**config.mk**
```make
export PLATFORM = sky130hd
export DESIGN_NAME = acc_ctrl
export DESIGN_NICKNAME = d
export VERILOG_FILES = /design/src/acc_pkg.sv /design/src/acc_ctrl.sv /design/src/acc_sync.sv
export SDC_FILE = /design/constraint.sdc
export NUM_CORES = 1
export LEC_CHECK = 0
export ABC_AREA = 1
export BUFFER_PORTS_ARGS = -buffer_cell sky130_fd_sc_hd__buf_4
export CAP_MARGIN = 20
export CORE_MARGIN = 5
export CORE_UTILIZATION = 43
export DETAILED_ROUTE_END_ITERATION = 7
export GPL_TIMING_DRIVEN = 0
export HOLD_SLACK_MARGIN = 0.15
export PLACE_DENSITY = 0.76
export SETUP_SLACK_MARGIN = 0.1
export SYNTH_ARGS = -nofsm -noshare
export SYNTH_HDL_FRONTEND = slang
export SYNTH_SLANG_ARGS = --single-unit
```
**constraint.sdc**
```tcl
create_clock -name aclk -period 1.2 [get_ports aclk]
set_input_delay 0.36 -clock aclk [delete_from_list [all_inputs] [get_ports aclk]]
set_output_delay 0.36 -clock aclk [all_outputs]
set_load 0.05 [all_outputs]
```
**src/acc_pkg.sv**
```systemverilog
package acc_pkg;

    ////////////////////////////////////////////////////////////////////////
    // Register indices; byte address is four times the index
    localparam int unsigned IDX_COMPARATOR_CONTROL = 0;    // Control register
    localparam int unsigned IDX_INPUT_SELECT       = 2;    // Input multiplexer
    localparam int unsigned IDX_REFERENCE_LEVEL    = 4;    // Divider level
    localparam int unsigned IDX_IRQ_ENABLE         = 6;    // Interrupt enable
    localparam int unsigned IDX_COMPARATOR_STATUS  = 7;    // Flag and state
    localparam int unsigned IDX_IRQ_CLEAR          = 8;    // Write-only clear

    ////////////////////////////////////////////////////////////////////////
    // Control register fields
    localparam int unsigned CTL_ENABLE_BIT      = 0;       // Comparator on
    localparam int unsigned CTL_HYST_LSB        = 1;       // Hysteresis [2:1]
    localparam int unsigned CTL_LOW_POWER_BIT   = 3;       // Reduced current
    localparam int unsigned CTL_EDGE_LSB        = 4;       // Edge select [5:4]
    localparam int unsigned CTL_PAD_OE_BIT      = 6;       // Pad output enable
    localparam int unsigned CTL_STANDBY_RUN_BIT = 7;       // Run in standby

    // Input select fields
    localparam int unsigned SEL_NEG_LSB         = 0;       // Negative [1:0]
    localparam int unsigned SEL_POS_LSB         = 3;       // Positive [4:3]
    localparam int unsigned SEL_INVERT_BIT      = 7;       // Output inversion
    localparam logic [7:0]  SEL_WRITE_MASK      = 8'h9b;   // Implemented bits

    // Status and enable fields
    localparam int unsigned STS_FLAG_BIT        = 0;       // Interrupt flag
    localparam int unsigned STS_STATE_BIT       = 4;       // Synchronised state
    localparam int unsigned IEN_ENABLE_BIT      = 0;       // Interrupt enable

    ////////////////////////////////////////////////////////////////////////
    // Values after reset
    localparam logic [7:0]  RST_COMPARATOR_CONTROL = 8'h00;
    localparam logic [7:0]  RST_INPUT_SELECT       = 8'h00;
    localparam logic [7:0]  RST_REFERENCE_LEVEL    = 8'hff;
    localparam logic [7:0]  RST_IRQ_ENABLE         = 8'h00;

    // Synchroniser depth ahead of the status state flip-flop
    localparam int unsigned SYNC_STAGES = 2;

    // Negative select code that routes the internal divider
    localparam logic [1:0]  NEG_DIVIDER_REF = 2'h3;

    // Bus answer codes
    localparam logic [1:0]  RESP_OKAY = 2'h0;

    ////////////////////////////////////////////////////////////////////////
    // Interrupt edge selection codes
    typedef enum logic [1:0] {
        EDGE_ANY      = 2'b00,
        EDGE_RESERVED = 2'b01,
        EDGE_FALL     = 2'b10,
        EDGE_RISE     = 2'b11
    } acc_edge_t;

endpackage : acc_pkg

```
**src/acc_ctrl.sv**
```systemverilog
// What this block does
// - Standby run bit keeps comparator running
// - Stopped peripheral clock freezes flag, state
// - Pad driven only with pad enable set
// - Edge select: any, reserved, falling, rising
// - Low power bit drives reduced-current control
// - Hysteresis field passed to analog core
// - Control bit zero enables the comparator
// - Invert bit flips output for all consumers
// - Positive select routes positive pin zero-three
// - Negative select: pins zero-two, divider three
// - Reference level, reset 0xFF, sets divider
// - Enable register bit zero gates interrupt
// - State bit synchronised, three cycles late
// - Flag cleared by writing one only
// - Raw result high when positive exceeds negative
// - Flag set on edge, request while enabled
// - Power-down disables comparator and pad
module acc_ctrl #(
    parameter int unsigned ADDR_W = 6
) (
    // Clock and reset
    input  wire logic              aclk,
    input  wire logic              aresetn,
    // AXI4-Lite write address
    input  wire logic              awvalid,
    output logic                   awready,
    input  wire logic [ADDR_W-1:0] awaddr,
    input  wire logic [2:0]        awprot,
    // AXI4-Lite write data
    input  wire logic              wvalid,
    output logic                   wready,
    input  wire logic [31:0]       wdata,
    input  wire logic [3:0]        wstrb,
    // AXI4-Lite write response
    output logic                   bvalid,
    input  wire logic              bready,
    output logic [1:0]             bresp,
    // AXI4-Lite read address
    input  wire logic              arvalid,
    output logic                   arready,
    input  wire logic [ADDR_W-1:0] araddr,
    input  wire logic [2:0]        arprot,
    // AXI4-Lite read data
    output logic                   rvalid,
    input  wire logic              rready,
    output logic [31:0]            rdata,
    output logic [1:0]             rresp,
    // Power state from the system
    input  wire logic              sleep_standby,
    input  wire logic              sleep_power_down,
    input  wire logic              periph_clk_stopped,
    // Analog core result and controls
    input  wire logic              comparator_raw,
    output logic                   comparator_on,
    output logic                   low_power_select,
    output logic [1:0]             hysteresis_select,
    output logic [1:0]             positive_input_select,
    output logic [1:0]             negative_input_select,
    output logic [7:0]             divider_reference,
    // Output pin and event level
    output logic                   pad_out,
    output logic                   pad_out_oe,
    output logic                   comparator_out,
    // Interrupt
    output logic                   irq
);
    import acc_pkg::*;

    ////////////////////////////////////////////////////////////////////////
    // Register storage
    logic [7:0] ctl_ff;            // Control register
    logic [7:0] sel_ff;            // Input select register
    logic [7:0] ref_ff;            // Reference level
    logic [7:0] ien_ff;            // Interrupt enable
    logic       flag_ff;           // Sticky interrupt flag
    logic       state_ff;          // Synchronised, inverted state
    logic       sync_level;        // Synchroniser output

    // Bus slave state
    logic              awready_ff;
    logic              wready_ff;
    logic              bvalid_ff;
    logic              arready_ff;
    logic              rvalid_ff;
    logic [31:0]       rdata_ff;
    logic              aw_have_ff;
    logic              w_have_ff;
    logic [ADDR_W-1:0] waddr_ff;
    logic [7:0]        wbyte_ff;
    logic              wlane_ff;

    // Output flops
    logic       on_ff;
    logic       pad_ff;
    logic       pad_oe_ff;
    logic       out_ff;
    logic       irq_ff;

    // Combinational helpers
    logic       active;            // Comparator allowed to run
    logic       cur_level;         // Synchronised result after inversion
    logic       rise;              // Rising edge seen this cycle
    logic       fall;              // Falling edge seen this cycle
    logic       do_write;          // Both write halves present
    logic [7:0] wr_idx;            // Word index of write
    logic       flag_set;          // Edge hit
    logic       flag_clr;          // Software clear
    logic       nxt_flag;
    logic       nxt_state;

    ////////////////////////////////////////////////////////////////////////
    // Functions

    // Word index from a byte address; low two bits are the byte lane
    function automatic logic [7:0] word_index(input logic [ADDR_W-1:0] addr);
        logic [ADDR_W-1:0] shifted;
        shifted    = addr >> 2;
        word_index = 8'(shifted);
    endfunction : word_index

    // Edge qualification against the programmed edge code
    function automatic logic edge_hit(input logic [1:0] code,
                                      input logic       r,
                                      input logic       f);
        case (acc_edge_t'(code))
            EDGE_ANY:  edge_hit = r | f;
            EDGE_FALL: edge_hit = f;
            EDGE_RISE: edge_hit = r;
            default:   edge_hit = 1'b0;
        endcase
    endfunction : edge_hit

    ////////////////////////////////////////////////////////////////////////
    // Power gating of the comparator

    // Halted in standby unless told to run; always off in power-down
    always_comb begin
        active = ctl_ff[CTL_ENABLE_BIT];
        if (sleep_standby && !ctl_ff[CTL_STANDBY_RUN_BIT]) begin
            active = 1'b0;
        end
        if (sleep_power_down) begin
            active = 1'b0;
        end
    end

    ////////////////////////////////////////////////////////////////////////
    // Result synchronisation and edge detection

    // The analog core already gives one when positive exceeds negative
    acc_sync #(
        .STAGES  (SYNC_STAGES)
    ) u_sync (
        .aclk     (aclk),
        .aresetn  (aresetn),
        .async_in (comparator_raw),
        .sync_out (sync_level)
    );

    // Inversion after synchronising so status, edges and pad all agree
    assign cur_level = sync_level ^ sel_ff[SEL_INVERT_BIT];
    assign rise      = cur_level & ~state_ff;
    assign fall      = ~cur_level & state_ff;

    ////////////////////////////////////////////////////////////////////////
    // Bus write decode
    assign do_write = aw_have_ff && w_have_ff && !bvalid_ff;
    assign wr_idx   = word_index(waddr_ff);

    // Flag set and clear terms; a set in the clearing cycle wins
    assign flag_set = active && edge_hit(ctl_ff[CTL_EDGE_LSB +: 2], rise, fall);
    assign flag_clr = do_write && wlane_ff && wbyte_ff[STS_FLAG_BIT] &&
                      (wr_idx == 8'(IDX_COMPARATOR_STATUS) ||
                       wr_idx == 8'(IDX_IRQ_CLEAR));

    // Status next values; nothing moves while the clock is stopped
    always_comb begin
        nxt_flag  = flag_ff;
        nxt_state = state_ff;
        if (!periph_clk_stopped) begin
            nxt_flag  = flag_set | (flag_ff & ~flag_clr);
            nxt_state = cur_level;
        end
    end

    // Status flops
    always_ff @(posedge aclk) begin
        if (!aresetn) begin
            flag_ff  <= 1'b0;
            state_ff <= 1'b0;
        end else begin
            flag_ff  <= nxt_flag;
            state_ff <= nxt_state;
        end
    end

    ////////////////////////////////////////////////////////////////////////
    // Software-written registers

    // Only byte lane zero carries data; other lanes are ignored
    always_ff @(posedge aclk) begin
        if (!aresetn) begin
            ctl_ff <= RST_COMPARATOR_CONTROL;
            sel_ff <= RST_INPUT_SELECT;
            ref_ff <= RST_REFERENCE_LEVEL;
            ien_ff <= RST_IRQ_ENABLE;
        end else if (do_write && wlane_ff) begin
            case (wr_idx)
                8'(IDX_COMPARATOR_CONTROL): begin
                    ctl_ff <= wbyte_ff;
                end
                8'(IDX_INPUT_SELECT): begin
                    sel_ff <= wbyte_ff & SEL_WRITE_MASK;
                end
                8'(IDX_REFERENCE_LEVEL): begin
                    ref_ff <= wbyte_ff;
                end
                8'(IDX_IRQ_ENABLE): begin
                    ien_ff <= {7'h00, wbyte_ff[IEN_ENABLE_BIT]};
                end
                default: begin
                    // Reserved indices and status take no stored value
                end
            endcase
        end
    end

    ////////////////////////////////////////////////////////////////////////
    // AXI4-Lite write channels

    // Address and data taken in either order; both held until the response
    always_ff @(posedge aclk) begin
        if (!aresetn) begin
            awready_ff <= 1'b1;
            wready_ff  <= 1'b1;
            aw_have_ff <= 1'b0;
            w_have_ff  <= 1'b0;
            waddr_ff   <= '0;
            wbyte_ff   <= 8'h00;
            wlane_ff   <= 1'b0;
            bvalid_ff  <= 1'b0;
        end else begin
            if (awvalid && awready_ff) begin
                aw_have_ff <= 1'b1;
                awready_ff <= 1'b0;
                waddr_ff   <= awaddr;
            end
            if (wvalid && wready_ff) begin
                w_have_ff <= 1'b1;
                wready_ff <= 1'b0;
                wbyte_ff  <= wdata[7:0];
                wlane_ff  <= wstrb[0];
            end
            if (do_write) begin
                aw_have_ff <= 1'b0;
                w_have_ff  <= 1'b0;
                bvalid_ff  <= 1'b1;
            end
            // Ready returns only once the answer is taken
            if (bvalid_ff && bready) begin
                bvalid_ff  <= 1'b0;
                awready_ff <= 1'b1;
                wready_ff  <= 1'b1;
            end
        end
    end

    ////////////////////////////////////////////////////////////////////////
    // AXI4-Lite read channels

    // Read data is captured at the address handshake, so it is a snapshot
    always_ff @(posedge aclk) begin
        if (!aresetn) begin
            arready_ff <= 1'b1;
            rvalid_ff  <= 1'b0;
            rdata_ff   <= 32'h0000_0000;
        end else begin
            if (arvalid && arready_ff) begin
                arready_ff <= 1'b0;
                rvalid_ff  <= 1'b1;
                case (word_index(araddr))
                    8'(IDX_COMPARATOR_CONTROL): rdata_ff <= {24'h00_0000, ctl_ff};
                    8'(IDX_INPUT_SELECT):       rdata_ff <= {24'h00_0000, sel_ff};
                    8'(IDX_REFERENCE_LEVEL):    rdata_ff <= {24'h00_0000, ref_ff};
                    8'(IDX_IRQ_ENABLE):         rdata_ff <= {24'h00_0000, ien_ff};
                    8'(IDX_COMPARATOR_STATUS): begin
                        rdata_ff <= 32'h0000_0000;
                        rdata_ff[STS_STATE_BIT] <= state_ff;
                        rdata_ff[STS_FLAG_BIT]  <= flag_ff;
                    end
                    default: rdata_ff <= 32'h0000_0000;
                endcase
            end
            if (rvalid_ff && rready) begin
                rvalid_ff  <= 1'b0;
                arready_ff <= 1'b1;
            end
        end
    end

    ////////////////////////////////////////////////////////////////////////
    // Analog core and pad outputs

    // Registered so every output comes straight from a flop
    always_ff @(posedge aclk) begin
        if (!aresetn) begin
            on_ff     <= 1'b0;
            pad_ff    <= 1'b0;
            pad_oe_ff <= 1'b0;
            out_ff    <= 1'b0;
        end else begin
            on_ff     <= active;
            out_ff    <= cur_level;
            pad_ff    <= cur_level;
            // Pad enable is also dropped in power-down, but not in standby
            pad_oe_ff <= ctl_ff[CTL_PAD_OE_BIT] && !sleep_power_down;
        end
    end

    // Control fields for the analog core
    always_ff @(posedge aclk) begin
        if (!aresetn) begin
            low_power_select      <= 1'b0;
            hysteresis_select     <= 2'h0;
            positive_input_select <= 2'h0;
            negative_input_select <= 2'h0;
            divider_reference     <= RST_REFERENCE_LEVEL;
        end else begin
            low_power_select      <= ctl_ff[CTL_LOW_POWER_BIT];
            hysteresis_select     <= ctl_ff[CTL_HYST_LSB +: 2];
            positive_input_select <= sel_ff[SEL_POS_LSB +: 2];
            negative_input_select <= sel_ff[SEL_NEG_LSB +: 2];
            divider_reference     <= ref_ff;
        end
    end

    ////////////////////////////////////////////////////////////////////////
    // Interrupt request

    // Level request while flag and enable are both set
    always_ff @(posedge aclk) begin
        if (!aresetn) begin
            irq_ff <= 1'b0;
        end else begin
            irq_ff <= flag_ff && ien_ff[IEN_ENABLE_BIT];
        end
    end

    ////////////////////////////////////////////////////////////////////////
    // Port assignments
    assign awready        = awready_ff;
    assign wready         = wready_ff;
    assign bvalid         = bvalid_ff;
    assign bresp          = RESP_OKAY;
    assign arready        = arready_ff;
    assign rvalid         = rvalid_ff;
    assign rdata          = rdata_ff;
    assign rresp          = RESP_OKAY;
    assign comparator_on  = on_ff;
    assign pad_out        = pad_ff;
    assign pad_out_oe     = pad_oe_ff;
    assign comparator_out = out_ff;
    assign irq            = irq_ff;

endmodule : acc_ctrl

```
**src/acc_sync.sv**
```systemverilog
// Two-stage synchroniser for the comparator result
module acc_sync #(
    parameter int unsigned STAGES = acc_pkg::SYNC_STAGES
) (
    // Clock and reset
    input  wire logic aclk,
    input  wire logic aresetn,
    // Asynchronous level in, synchronised level out
    input  wire logic async_in,
    output logic      sync_out
);
    import acc_pkg::*;

    // Shift chain; only the last stage is looked at outside
    logic [STAGES-1:0] chain_ff;

    // Each stage feeds the next and nothing else
    always_ff @(posedge aclk) begin
        if (!aresetn) begin
            chain_ff <= '0;
        end else begin
            chain_ff <= {chain_ff[STAGES-2:0], async_in};
        end
    end

    assign sync_out = chain_ff[STAGES-1];

endmodule : acc_sync

```
# Word level (Yosys, flattened, before mapping)
# Index checks and enable logic that the tools add are counted.
[classes]
reduce_logical = 28
bitwise_logic = 10
n_mux = 4
n_eq_ne = 11
[ops]
columns = ["op", "n"]
rows = [
  ["one-hot mux 8 bit (5 select lines)", 1],
  ["equality test 4 x 3 -> 1 bit (second input constant)", 6],
  ["logical AND 1 bit", 14],
  ["equality test 4 x 2 -> 1 bit (second input constant)", 2],
  ["logical NOT 8 bit", 1],
  ["AND reduction 2 bit", 4],
  ["logical NOT 6 bit", 1],
  ["OR reduction 2 bit", 3],
  ["equality test 2 bit (second input constant)", 2],
  ["equality test 4 bit (second input constant)", 1],
  ["inverter 1 bit", 4],
  ["bitwise AND 1 bit", 3],
  ["logical NOT 1 bit", 3],
  ["one-hot mux 1 bit (3 select lines)", 1],
  ["logical NOT 2 bit", 1],
  ["2-to-1 mux 1 bit", 2],
  ["OR 1 bit", 2],
  ["logical OR 1 bit", 1],
  ["XOR 1 bit", 1],
]
[totals]
word_cells = 80
register_bits = 99
out_inout_bits = 61

# Longest topological paths before layout
[depth]
ltp_word = 8
depth_mapped = 8
mapped_depth_nobuf = 8

# Hierarchy
# Synthesis repeated with hierarchy kept, for this count alone.
[hier_totals]
cells_unflattened = 368
area_unflattened_um2 = 2976.6
[by_module_without_submodules]
columns = ["mod", "cells_per_inst", "area_each_um2", "instances"]
rows = [
  ["acc_ctrl", 362, 2921.6, 1],
  ["acc_sync", 6, 55.1, 1],
]

# Least setup slack after synthesis
# No wires, ideal clock.
[synth_path]
kind = "register -> register"
start = "reg arready_ff (netlist: arready)"
end = "reg rdata_ff[4] (netlist: rdata[4])"
required_ns = 1.130
synth_period_minus_slack_ns = 1.381
arrival_time_ns = 1.312
setup_slack_ns = -0.181
setup_ns = 0.070
path_stages_with_launch = 5
path_cell_list = "dfxtp_1 -> nand2_1 -> clkinv_1 -> o21ai_0 -> a21oi_1"
[synth_via]
elab_chain_len = 1
[synth_rtl]
columns = ["item", "line_no", "source"]
rows = [
  ["start, declared", "acc_ctrl.sv:84", "logic arready_ff;"],
  ["start signal, assigned", "acc_ctrl.sv:275", "arready_ff <= 1'b1;"],
  ["start signal, assigned", "acc_ctrl.sv:280", "arready_ff <= 1'b0;"],
  ["start signal, assigned", "acc_ctrl.sv:297", "arready_ff <= 1'b1;"],
  ["logical AND 1 bit", "acc_ctrl.sv:279", "if (arvalid && arready_ff) begin"],
  ["end signal, assigned", "acc_ctrl.sv:283", "8'(IDX_COMPARATOR_CONTROL): rdata_ff <= {24'h00_0000, ctl_ff};"],
  ["end signal, assigned", "acc_ctrl.sv:284", "8'(IDX_INPUT_SELECT): rdata_ff <= {24'h00_0000, sel_ff};"],
  ["end signal, assigned", "acc_ctrl.sv:285", "8'(IDX_REFERENCE_LEVEL): rdata_ff <= {24'h00_0000, ref_ff};"],
  ["end, declared", "acc_ctrl.sv:86", "logic [31:0] rdata_ff;"],
]
# No other way between the ends.
# A chain may end at the register's enable or synchronous reset.

==> results.cfg <==
[synthesis]
synthTopCellsByCount = dfxtp_1, nand2_1, inv_1
async_flop_share = 0
ys_seq_elements = 73
synth_top_area_share = 0.485
yosys_warnings = 0
synth-edff-count = 0
synth.avg_cell_area_um2 = 8.12
yosysSeqAreaShare = 0.485
post-synth-top-area-cell = dfxtp_1
ys.flop_type = dfxtp_1
post_synth_num_cell_types = 35
synth_area_um2 = 3010
synth.most_common_cell = dfxtp_1
synthCells = 371
synth_area_leaders = dfxtp_1, nand2_1, buf_4

[timing]
finalWorstSetupSlack_ns = -0.0945
finalCriticalPeriod_ns = 1.29
setup_viol = 33
final_hold_viol_count = 0
rsz0062_at_grt = true
maxSlewViolCount = 0
fmax_mhz = 773
slew_headroom = 0.620
tightestPinTransition_ns = 0.570
fin_crit_sh = 1.08
finClkSkew_ns = 0.00972

[placed_design]
dp_hpwl_um = 5190
port_buffers = 60
globalplace.congestion = 0.832
dpl_worst_slack_ns = -0.111

[worst_setup_path]
cp.required_ns = 0.84
endpoint_kind = output pin
crit_type = reg2out
crit_path_max_fanout = 2
start_kind = flop
crit_arrival_ns = 0.93

[cells_and_area]
area_growth_pct = 47.3
diodes = 0
drive_gt1_frac = 0.458
fill_cells = 547
nets = 553

[status]
violations = setup timing
status = complete, but fails checks

[clock_network]
cts_tree = yes
cts_root_buf = clkbuf_8
clk_latency_ns = 0.35
h-tree-depth = 3
postCtsHoldBufs = 0
cts_inserted_buffers = 9
cts_max_path_buffers = 2
cts_sinks = 73
clkTransAtPathRegs_ns = 0.08

[floorplan]
die_y_um = 93.7
ios = 126
die_w_um = 93.7
initial_core_util = 0.443
dieArea_um2 = 8780
core_area_um2 = 6790
core.rowCount = 30

[route]
initialDrtViolationCount = 96
via_count = 2659
wl_um = 7210
routedWlPerCell_um = 12.3
firstDrtPassIters = 4
via_per_inst = 4.53
drc = 0
final_antenna_net_count = 0

[grt]
grt_pass1_wl_um = 11900
overflow = 0
antenna_found_initial = 0
grt_use_total = 0.174
grt_max_degree = 16
grt_pass1_vias = 2534

[power]
powerDensity_nw_per_um2 = 1180
p_total_mw = 5.23
power_leakage_nw = 2.02
peakVddDrop_mv = 0.772

[hold_path]
hold_path.class = in2reg

[flow_run]
drv_cap = 0
## metal layers
metal / routed length, um / vias to the layer above / part of all wire / global-route usage
met5: 0 / - / 0 / 0
met4: 74 / 0 / 0.010 / 0.0710
met3: 573 / 7 / 0.079 / 0.0489
met2: 3310 / 111 / 0.46 / 0.273
met1: 3250 / 1167 / 0.45 / 0.224
li1: - / 1374 / - / -
## through the flow
step	setup TNS, ns	hold slack, ns	util	instance area [um^2]	std cells
final	-1.08	0.187	0.653	4440	587
after global routing	-3.38	0.179	0.653	4440	587
after CTS	-0.863	0.173	0.639	4340	583
after detailed placement	-1.39	0.399	0.548	3730	554
after global placement	-1.25	0.398	0.548	3730	554
after floorplan	-0.0379	0.390	-	3160	398
## worst max-delay path, cell delays in order, from the launching register on
cell and delay (ns):
dfxtp_2 0.34, buf_6 0.11, buf_8 0.14
## path summary, 6_finish.rpt
path	startpoint	to	slack (ns)	cells after the start
max reg2reg	bvalid	ref_ff[5]	-0.07	6
min	comparator_raw	u_sync.chain_ff[0]	0.19	3
min reg2reg	u_sync.chain_ff[0]	u_sync.chain_ff[1]	0.41	2
max	comparator_out	pad_out	-0.09	2
## power by group
| group | switching, mW | internal (mW) |
|---|---|---|
| Combinational | 0.559 | 0.317 |
| Sequential | 0.0761 | 2.49 |
| Clock | 1.00 | 0.784 |
## kinds of logic (layout without fill, tap and decap cells)
group,after synthesis,after routing,synth area share
and+or+nand+nor,152,152,0.243
buffers and inverters,76,169,0.138
DFF,73,73,0.485
AOI/OAI and AO/OA,66,66,0.122
adders and majority gates,2,2,0.00831
other,1,28,0.00125
xor gates and xnor gates,1,1,0.00291
## layout make-up
cell class                      instances  area (um^2)  area share
Buffer                                 39          282      0.0635
Multi-Input combinational cell        249         1360       0.307
Tap cell                               96          120      0.0271
Inverter                               37          149      0.0336
Clock buffer                            9          124      0.0279
Clock inverter                          7         61.3      0.0138
Timing Repair inverter                  1         8.76     0.00197
Timing Repair Buffer                   76          811       0.183
Sequential cell                        73         1520       0.342
## registers in the layout (all words and copies together) (netlist names), 2 cells and up
register,count
wbyte_ff,8
waddr_ff,4
u_sync.chain_ff,2
negative_input_select,2
hysteresis_select,2
rdata,8
positive_input_select,2
ref_ff,8
divider_reference,8
sel_ff,5
ctl_ff,8
## cell usage in the layout (no fill, tap or decap), types with 2 or more instances in the layout
cell type	synthesis	layout
a21oi_1	28	24
inv_4	0	2
inv_1	30	28
dfxtp_1	73	38
nor2_1	27	26
o22ai_1	3	3
inv_2	5	6
nor4_1	2	2
buf_6	2	11
clkbuf_8	0	9
clkbuf_1	4	3
o21ai_1	3	5
buf_8	0	28
nand3_2	1	2
clkinvlp_4	0	2
o21ai_2	0	8
nor2_4	4	4
buf_4	29	69
dfxtp_4	0	5
nand2_2	4	11
inv_6	0	2
clkinv_4	0	4
dfxtp_2	0	30
nand2_1	69	61
a21oi_2	5	9
buf_2	3	3
o211ai_1	4	4
or2_2	5	5
nand3_1	29	27
conb_1	1	28
o21ai_0	21	11
nand2_4	2	3
nor2_2	4	5
## repair_timing
action,4_1_cts,5_1_grt
setup endpoints to repair,58,63
setup buffers,10,4
pin swaps,11,9
resized for setup,113,26
gates cloned,3,0
No activity file was read; power rests on OpenSTA's default activity.
